===== src/pm_protect_regs.svh =====
// Constants for the program memory write protection block.
`ifndef PM_PROTECT_REGS_SVH
`define PM_PROTECT_REGS_SVH
`define PM_ADDR_W       24
`define PM_PAGE_LSB     10
`define PM_PTR_W        8
`define PM_LAST_PAGE    8'h55
`define PM_CFG_RESET    12'h0ff
`endif


===== src/pm_protect_pkg.sv =====
// Types for the program memory write protection block.
package pm_protect_pkg;
   typedef struct packed {
      logic       global_read_protect;
      logic       global_write_protect;
      logic       segment_protect_disable;
      logic       segment_boundary_direction;
      logic       last_page_protect;
      logic [7:0] segment_page_pointer;
   } prot_cfg_t;
   typedef enum logic {
      CAPTURE,
      HOLD
   } cap_state_t;
endpackage


===== src/pm_protect.sv =====
// Program memory write and erase protection decision logic.
`include "pm_protect_regs.svh"
module pm_protect
   import pm_protect_pkg::*;
#(
   parameter logic [`PM_PTR_W-1:0] LAST_PAGE = `PM_LAST_PAGE
) (
   // Clock and reset.
   input  wire logic                   mclk_i,
   input  wire logic                   rst_i,
   // Configuration word bits, sampled while reset is asserted.
   input  wire prot_cfg_t              cfg_i,
   // Internal write or erase request.
   input  wire logic                   nvm_req_i,
   input  wire logic [`PM_ADDR_W-1:0]  nvm_addr_i,
   // External programmer request.
   input  wire logic                   ext_req_i,
   input  wire logic                   ext_write_i,
   // Decisions.
   output logic                        nvm_grant_o,
   output logic                        nvm_block_o,
   output logic                        ext_grant_o,
   output logic                        ext_block_o,
   output logic                        cfg_valid_o
);

   prot_cfg_t  cfg_q, cfg_d;
   cap_state_t st_q, st_d;
   logic       nvm_grant_d, nvm_block_d, ext_grant_d, ext_block_d;
   logic       seg_hit, glob_blk;
   logic [`PM_PTR_W-1:0] page;

   // Settings are taken only while reset holds, so a configuration change at run time cannot open a hole.
   always_comb begin
      cfg_d = cfg_q;
      st_d  = st_q;
      if (rst_i) begin
         cfg_d = cfg_i;
         st_d  = CAPTURE;
      end else begin
         st_d = HOLD;
      end
   end

   always_ff @(posedge mclk_i) begin
      cfg_q <= cfg_d;
      st_q  <= st_d;
   end

   // Pages above the last implemented page are treated as part of it.
   function automatic logic [`PM_PTR_W-1:0] page_of(input logic [`PM_ADDR_W-1:0] a);
      logic [`PM_ADDR_W-`PM_PAGE_LSB-1:0] p;
      p = a[`PM_ADDR_W-1:`PM_PAGE_LSB];
      page_of = (p > {{(`PM_ADDR_W-`PM_PAGE_LSB-`PM_PTR_W){1'b0}}, LAST_PAGE}) ? LAST_PAGE : p[`PM_PTR_W-1:0];
   endfunction

   always_comb begin
      page     = page_of(nvm_addr_i);
      glob_blk = ~cfg_q.global_write_protect;
      seg_hit  = 1'b0;
      if (!cfg_q.segment_protect_disable) begin
         if (!cfg_q.segment_boundary_direction)
            seg_hit = page <= cfg_q.segment_page_pointer;
         else
            seg_hit = page >= cfg_q.segment_page_pointer;
         if (!cfg_q.last_page_protect && page == LAST_PAGE)
            seg_hit = 1'b1;
      end
      nvm_block_d = nvm_req_i && (st_q == HOLD) && (glob_blk || seg_hit);
      nvm_grant_d = nvm_req_i && (st_q == HOLD) && !(glob_blk || seg_hit);
      ext_block_d = ext_req_i && (st_q == HOLD) && cfg_q.global_read_protect;
      ext_grant_d = ext_req_i && (st_q == HOLD) && !cfg_q.global_read_protect;
      if (ext_write_i && ext_req_i && (st_q == HOLD) && !cfg_q.global_read_protect && glob_blk) begin
         ext_block_d = 1'b0;
      end
   end

   always_ff @(posedge mclk_i) begin
      if (rst_i) begin
         nvm_grant_o <= 1'b0;
         nvm_block_o <= 1'b0;
         ext_grant_o <= 1'b0;
         ext_block_o <= 1'b0;
         cfg_valid_o <= 1'b0;
      end else begin
         nvm_grant_o <= nvm_grant_d;
         nvm_block_o <= nvm_block_d;
         ext_grant_o <= ext_grant_d;
         ext_block_o <= ext_block_d;
         cfg_valid_o <= 1'b1;
      end
   end

   // External programmer access depends on the read protect bit alone.
   a_ext_refused: assert property (
      @(posedge mclk_i) disable iff (rst_i)
      (ext_req_i && st_q == HOLD && cfg_q.global_read_protect)
      |=> (ext_block_o && !ext_grant_o))
      else $error("External access granted under read protect.");

   a_ext_allowed: assert property (
      @(posedge mclk_i) disable iff (rst_i)
      (ext_req_i && st_q == HOLD && !cfg_q.global_read_protect)
      |=> (ext_grant_o && !ext_block_o))
      else $error("External access refused without read protect.");

   a_ext_write_refused: assert property (
      @(posedge mclk_i) disable iff (rst_i)
      (ext_req_i && ext_write_i && st_q == HOLD && cfg_q.global_read_protect)
      |=> ext_block_o)
      else $error("External write not refused under read protect.");

   a_ext_answer: assert property (
      @(posedge mclk_i) disable iff (rst_i)
      (ext_req_i && st_q == HOLD)
      |=> (ext_grant_o || ext_block_o))
      else $error("External request left without an answer.");

   a_ext_idle: assert property (
      @(posedge mclk_i) disable iff (rst_i)
      !ext_req_i
      |=> (!ext_grant_o && !ext_block_o))
      else $error("External answer without a request.");

   // Internal write and erase requests.
   a_glob_write: assert property (
      @(posedge mclk_i) disable iff (rst_i)
      (nvm_req_i && !cfg_q.global_write_protect)
      |=> !nvm_grant_o)
      else $error("Internal write granted under global write protect.");

   a_glob_block: assert property (
      @(posedge mclk_i) disable iff (rst_i)
      (nvm_req_i && st_q == HOLD && !cfg_q.global_write_protect)
      |=> nvm_block_o)
      else $error("Internal write not blocked under global write protect.");

   a_seg_low: assert property (
      @(posedge mclk_i) disable iff (rst_i)
      (nvm_req_i && !cfg_q.segment_protect_disable && !cfg_q.segment_boundary_direction
       && page_of(nvm_addr_i) <= cfg_q.segment_page_pointer)
      |=> !nvm_grant_o)
      else $error("Write granted inside lower segment.");

   a_seg_low_block: assert property (
      @(posedge mclk_i) disable iff (rst_i)
      (nvm_req_i && st_q == HOLD && !cfg_q.segment_protect_disable && !cfg_q.segment_boundary_direction
       && page_of(nvm_addr_i) <= cfg_q.segment_page_pointer)
      |=> nvm_block_o)
      else $error("Write inside lower segment not blocked.");

   // A page just past the lower segment stays writable unless another check covers it.
   a_seg_low_above: assert property (
      @(posedge mclk_i) disable iff (rst_i)
      (nvm_req_i && st_q == HOLD && cfg_q.global_write_protect && !cfg_q.segment_protect_disable
       && !cfg_q.segment_boundary_direction && page_of(nvm_addr_i) > cfg_q.segment_page_pointer
       && (cfg_q.last_page_protect || page_of(nvm_addr_i) != LAST_PAGE))
      |=> nvm_grant_o)
      else $error("Write above lower segment blocked.");

   a_seg_high: assert property (
      @(posedge mclk_i) disable iff (rst_i)
      (nvm_req_i && !cfg_q.segment_protect_disable && cfg_q.segment_boundary_direction
       && page_of(nvm_addr_i) >= cfg_q.segment_page_pointer)
      |=> !nvm_grant_o)
      else $error("Write granted inside upper segment.");

   a_seg_high_block: assert property (
      @(posedge mclk_i) disable iff (rst_i)
      (nvm_req_i && st_q == HOLD && !cfg_q.segment_protect_disable && cfg_q.segment_boundary_direction
       && page_of(nvm_addr_i) >= cfg_q.segment_page_pointer)
      |=> nvm_block_o)
      else $error("Write inside upper segment not blocked.");

   a_seg_high_below: assert property (
      @(posedge mclk_i) disable iff (rst_i)
      (nvm_req_i && st_q == HOLD && cfg_q.global_write_protect && !cfg_q.segment_protect_disable
       && cfg_q.segment_boundary_direction && page_of(nvm_addr_i) < cfg_q.segment_page_pointer
       && (cfg_q.last_page_protect || page_of(nvm_addr_i) != LAST_PAGE))
      |=> nvm_grant_o)
      else $error("Write below upper segment blocked.");

   a_last_page: assert property (
      @(posedge mclk_i) disable iff (rst_i)
      (nvm_req_i && st_q == HOLD && !cfg_q.segment_protect_disable && !cfg_q.last_page_protect
       && page_of(nvm_addr_i) == LAST_PAGE)
      |=> nvm_block_o)
      else $error("Last page not protected.");

   a_seg_off: assert property (
      @(posedge mclk_i) disable iff (rst_i)
      (nvm_req_i && st_q == HOLD && cfg_q.segment_protect_disable && cfg_q.global_write_protect)
      |=> nvm_grant_o)
      else $error("Write blocked with segment disabled.");

   // Disabling the segment must never lift the global block.
   a_seg_off_global: assert property (
      @(posedge mclk_i) disable iff (rst_i)
      (nvm_req_i && st_q == HOLD && cfg_q.segment_protect_disable && !cfg_q.global_write_protect)
      |=> nvm_block_o)
      else $error("Global block lost with segment disabled.");

   a_nvm_answer: assert property (
      @(posedge mclk_i) disable iff (rst_i)
      (nvm_req_i && st_q == HOLD)
      |=> (nvm_grant_o || nvm_block_o))
      else $error("Internal request left without an answer.");

   a_nvm_idle: assert property (
      @(posedge mclk_i) disable iff (rst_i)
      !nvm_req_i
      |=> (!nvm_grant_o && !nvm_block_o))
      else $error("Internal answer without a request.");

   // Settings and start-up behaviour.
   a_cfg_stable: assert property (
      @(posedge mclk_i) disable iff (rst_i)
      (st_q == HOLD)
      |=> $stable(cfg_q))
      else $error("Settings changed outside reset.");

   a_refuse_capture: assert property (
      @(posedge mclk_i) disable iff (rst_i)
      (st_q == CAPTURE)
      |=> (!nvm_grant_o && !nvm_block_o && !ext_grant_o && !ext_block_o))
      else $error("Answer given in the first cycle after reset.");

   a_cfg_valid_on: assert property (
      @(posedge mclk_i) disable iff (rst_i)
      (st_q == HOLD)
      |-> cfg_valid_o)
      else $error("Settings valid flag low while holding.");

   a_cfg_valid_off: assert property (
      @(posedge mclk_i) disable iff (rst_i)
      (st_q == CAPTURE)
      |-> !cfg_valid_o)
      else $error("Settings valid flag high before capture ended.");

   // Grant and block exclude each other on both request paths.
   a_one_answer: assert property (
      @(posedge mclk_i) disable iff (rst_i)
      !(nvm_grant_o && nvm_block_o) && !(ext_grant_o && ext_block_o))
      else $error("Grant and block together.");

endmodule


===== config.mk =====
export PLATFORM = sky130hd
export DESIGN_NAME = pm_protect
export DESIGN_NICKNAME = d
export VERILOG_FILES = /design/src/pm_protect_pkg.sv /design/src/pm_protect.sv
export VERILOG_INCLUDE_DIRS = /design/src /design/src/src
export SDC_FILE = /design/constraint.sdc
export NUM_CORES = 1
export LEC_CHECK = 0
export BUFFER_PORTS_ARGS = -buffer_cell sky130_fd_sc_hd__clkbuf_2
export CAP_MARGIN = 40
export CORE_AREA = 2 2 47 49
export DETAILED_ROUTE_END_ITERATION = 8
export DIE_AREA = 0 0 49 51
export PLACE_DENSITY = 0.79
export RECOVER_POWER = 25
export SLEW_MARGIN = 20
export SYNTH_ARGS = -nofsm -noshare
export SYNTH_HDL_FRONTEND = slang
export SYNTH_SLANG_ARGS = --single-unit

===== constraint.sdc =====
create_clock -name mclk_i -period 3.85 [get_ports mclk_i]
set_input_delay 0.1925 -clock mclk_i [delete_from_list [all_inputs] [get_ports mclk_i]]
set_output_delay 0.1925 -clock mclk_i [all_outputs]
set_load 0.02 [all_outputs]

Yosys cells after proc, flatten, opt, wreduce, memory -nomap -nowiden:

Index checks and enable logic that the tools add are counted.
W data, S select, Z words.

* shifts and indexed selects: 0
* eq/ne operators: 1
* multiplexer cells: 5
* multipliers: 0
* bitwise operators: 1
* order comparisons: 3
* divide/modulo/power cells: 0
* add/subtract/negate cells: 0
* reduce and logical (&&, ||, !) cells: 16

Operators by type and width (count)
* $gt A14 B7 Y1 const B: 1
* $logic_and A1 B1 Y1: 11
* $eq A8 B7 Y1 const B: 1
* $ge A8 B8 Y1: 1
* $le A8 B8 Y1: 1
* $mux W8: 1
* $mux W1: 4
* $logic_not A1 Y1: 3
* $reduce_or A2 Y1: 1
* $logic_or A1 B1 Y1: 1
* $not A1 Y1: 1

* memory bits (writable): 0
* bits in latches: 0
* bits in registers: 18
* memories: 0
* output and inout bits: 5
* bits in read-only memories: 0

Logic depth before layout (Yosys ltp):

* depth after elaboration: 9
* gate-level depth with buffers: 10
* depth with buffers taken out: 10

Worst setup path before layout:

OpenSTA, ideal clock, no wires.

* path type: in2reg
* start point: input nvm_addr_i[21]
* end point: register nvm_block_o
* data arrival time: 2078 ps
* required time: 3764 ps
* cell stages on the path: 10
* setup slack: 1685 ps
* path buffers: 0
* cells stage by stage: nor4_1 > nand2_1 > a21oi_1 > and2_1 > ha_1 > and4b_1 > a211oi_2 > o221ai_2 > xor2_1 > a221oi_2

* cells in the longest elaborated chain, start to end: 8
* elaborated cells on any way between the ends: 11
* those cells by class: order compare: 3; eq/ne: 1; mux: 4; reduce/logical: 3

Ends and longest elaborated chain
* start: declaration: line pm_protect.sv:15 `` input wire logic [`PM_ADDR_W-1:0] nvm_addr_i, ``
* $gt A14 B7 Y1 *: line pm_protect.sv:54 `` page_of = (p > {{(`PM_ADDR_W-`PM_PAGE_LSB-`PM_PTR_W){1'b0}}, LAST_PAGE}) ? LAST_PAGE : p[`PM_PTR_W-1:0]; ``
* $mux W8 *: line pm_protect.sv:54
* $le A8 B8 Y1, or another cell as far along: line pm_protect.sv:63 `seg_hit = page <= cfg_q.segment_page_pointer;`
* $mux W1 or $logic_and A1 B1 Y1 (tied branches): line pm_protect.sv:62, pm_protect.sv:66
* $mux W1 *: line pm_protect.sv:66 `if (!cfg_q.last_page_protect && page == LAST_PAGE)`
* $mux W1 *: line pm_protect.sv:61 `if (!cfg_q.segment_protect_disable) begin`
* $logic_or A1 B1 Y1 *: line pm_protect.sv:69 `nvm_block_d = nvm_req_i && (st_q == HOLD) && (glob_blk || seg_hit);`
* $logic_and A1 B1 Y1 *: line pm_protect.sv:69
* end signal: assignment: line pm_protect.sv:87 `nvm_block_o <= nvm_block_d;`
* end: declaration: line pm_protect.sv:21 `output logic nvm_block_o,`

Every way passes the cells marked *; elsewhere a longest branch is shown, timed or not.
A chain may end at the register's enable or synchronous reset.

Final worst setup path:

Same ends and word-level chain as after synthesis.

==> out/summary.txt <==
outcome: finished clean
most common cell after layout, fill and taps aside: clkbuf_2
initial antenna violation count: 0
Die ar.: 0.00250 sq mm
WP data arrival: 2.42 ns
CTS Hold Bufs: 0
Reg2Reg Depth: 7
number of antenna diodes: 0
Final Hold Fails: 0
worst path required time: 4.05 ns
DR vias: 694
ys async rst share: 0%
post-cts gate resize count: 0
Setup crit end kind: flip-flop
first-pass GRT wire length: 2.82 mm
area delta synth->final: 26.8%
Pre-Repair DR Iteration Count: 4
number of enable flip-flop cells after synthesis: 13
Post-Route WL: 1.59 mm
CTS tree: done
Achievable Freq: 451 MHz
row cnt: 17
Slew Limit Fails: 0
Buf+Inv Stages, Crit Path: 1
maximum VDD drop: 0.178 mV
Die Height: 51 microns
synthesized net count: 124
Final HPWL DP: 1.34 mm
most frequent cells in the layout: clkbuf_2, edfxtp_1, inv_1, ha_1
IO Port Bufs: 35
Hold Crit Class: primary input to flip-flop
Fin Setup TNS: 0 ns
Total GRT Usage: 14.8%
register bit count reported by yosys: 18
Clk pin slew, worst setup/hold paths: 0.09 ns
CP max stage cell: nor4_1
skew final: 0.000285 ns
clock latency on the worst-skew pair: 0.28 ns
DRT iter0 DRCs: 15
Cell Chain, Critical Path: clkbuf_2 > nor4_1 > nand2_1 > a21oi_1 > nand2b_1 > ha_1 > and4b_1 > a211oi_2 > o221ai_2 > xor2_1 > a221oi_2
CTS buffer count: 3
Final min period: 2.22 ns
Max-Cap Viols: 0
wire per inst: 11.3 microns
Syn Area/Cell: 11.9 sq um
Congestion Overflow GR: 0
Filler cells: 194
Post-DRT Antenna Nets: 0
CP delay by family, top: compound AO/OA/AOI/OAI gates
Die X-Extent: 49 microns
drc violations: 0
CP Depth: 11
# IOs: 47
gpl congestion: 0.782
Final #Nets: 164
unrepaired setup endpoints after global routing: false
Leak: 0.523 nW
Core Region: 0.00206 sq mm
critical path startpoint category: primary input
layout cell share with drive strength beyond 1: 36.3%
post-synthesis instance total: 74
Finish-stage setup viols: 0
fin crit share: 57.6%
CP Class: primary input to flip-flop
H-tree level count: 1
vias in the first global route: 737
clock root buffer: clkbuf_4
predominant post-synthesis flop cell: edfxtp_1
CP max stage delay: 0.33 ns
Max FO, Critical Path: 5
Yosys cell types: 28
deepest clock path buffer count: 2
vias per std cell: 4.92
post-synthesis instance area: 881 sq um
post-layout util: 54.2%
largest net degree at the start of global routing: 17
clock sinks: 18
post-CTS setup buffers: 0
sequential area share after synthesis: 55.7%
Yosys warnings: 0
hold path depth: 1
Initial Utilization: 42.7%
pwr/cell area: 334 mW/mm^2
==> layout make-up <==
| type | count | area [sq um] | share of cell area, % |
|---|---|---|---|
| Tap cell | 28 | 35.0 | 3.14 |
| Timing Repair Buffer | 35 | 175 | 15.7 |
| Multi-Input combinational cell | 46 | 353 | 31.6 |
| Sequential cell | 18 | 490 | 43.9 |
| Inverter | 10 | 37.5 | 3.36 |
| Clock buffer | 4 | 26.3 | 2.35 |
==> final timing paths <==
check / slack, ns / endpoint / start
max reg2reg: 2.12 / nvm_block_o / cfg_q[2]
min: 0.08 / cfg_q[6] / cfg_i[6]
max: 1.63 / nvm_block_o / nvm_addr_i[21]
min reg2reg: 0.44 / ext_grant_o / cfg_q[12]
==> Yosys cell counts, types with 2 or more instances <==
cell type	instances	share of area, %
a21oi_1	5	2.8
and2_1	2	1.4
dfxtp_1	5	11
edfxtp_1	13	44
ha_1	8	11
inv_1	10	4.3
nand2_1	4	1.7
nand2b_1	2	1.4
nand4_1	2	1.4
nor2b_1	2	1.4
nor3_1	3	1.7
nor4_1	2	1.4
==> per-stage QoR <==
stage | cell area [sq um] | hold slack, ns | worst slack [ns] | instances | total power [mW]
after global placement | 1090 | 0.369 | 1.40 | 137 | 0.283
after detailed placement | 1090 | 0.371 | 1.34 | 137 | 0.287
after CTS | 1120 | 0.0683 | 1.63 | 141 | 0.379
after floorplan | 881 | 0.268 | 1.69 | 74 | 0.260
final | 1120 | 0.0806 | 1.63 | 141 | 0.373
after global routing | 1120 | 0.0537 | 1.48 | 141 | 0.396
==> worst reg2reg max path: stages, from the launching register on <==
cell and delay [ns]:
edfxtp_1 0.33, inv_1 0.04, ha_1 0.32, and4b_1 0.23, a211oi_2 0.22, o221ai_2 0.12
xor2_1 0.17, a221oi_2 0.22
==> layer usage <==
| layer | track usage (%) | up-vias | wire (microns) |
|---|---|---|---|
| met3 | 3.51 | 2 | 96 |
| met5 | 0 | - | 0 |
| li1 | - | 352 | - |
| met4 | 6.67 | 0 | 10 |
| met1 | 14.9 | 312 | 651 |
| met2 | 28.8 | 28 | 834 |
==> registers in the layout, indices dropped and copies added, names as in the netlist <==
| name | flops |
|---|---|
| nvm_grant_o | 1 |
| nvm_block_o | 1 |
| ext_block_o | 1 |
| cfg_valid_o | 1 |
| ext_grant_o | 1 |
| cfg_q | 13 |
==> report_power, final <==
part	leakage (nW)	switching [mW]	total, mW	internal (mW)
Combinational	0.340	0.0287	0.0552	0.0265
Clock	0.0150	0.0506	0.0907	0.0402
Sequential	0.168	0.00514	0.227	0.222
Total	0.523	0.0844	0.373	0.289
==> logic make-up (layout without fill, tap and decap cells) <==
| family | Yosys count | count (layout) | share of synthesized area [%] |
|---|---|---|---|
| and+or+nand+nor | 23 | 23 | 15.3 |
| DFF | 18 | 18 | 55.7 |
| AOI/OAI and AO/OA | 13 | 13 | 11.9 |
| buffers and inverters | 10 | 49 | 4.26 |
| adders and majority gates | 8 | 8 | 11.4 |
| other | 1 | 1 | 0.426 |
| xor gates and xnor gates | 1 | 1 | 0.994 |
Note: power is estimated with default switching activity, not from simulation.
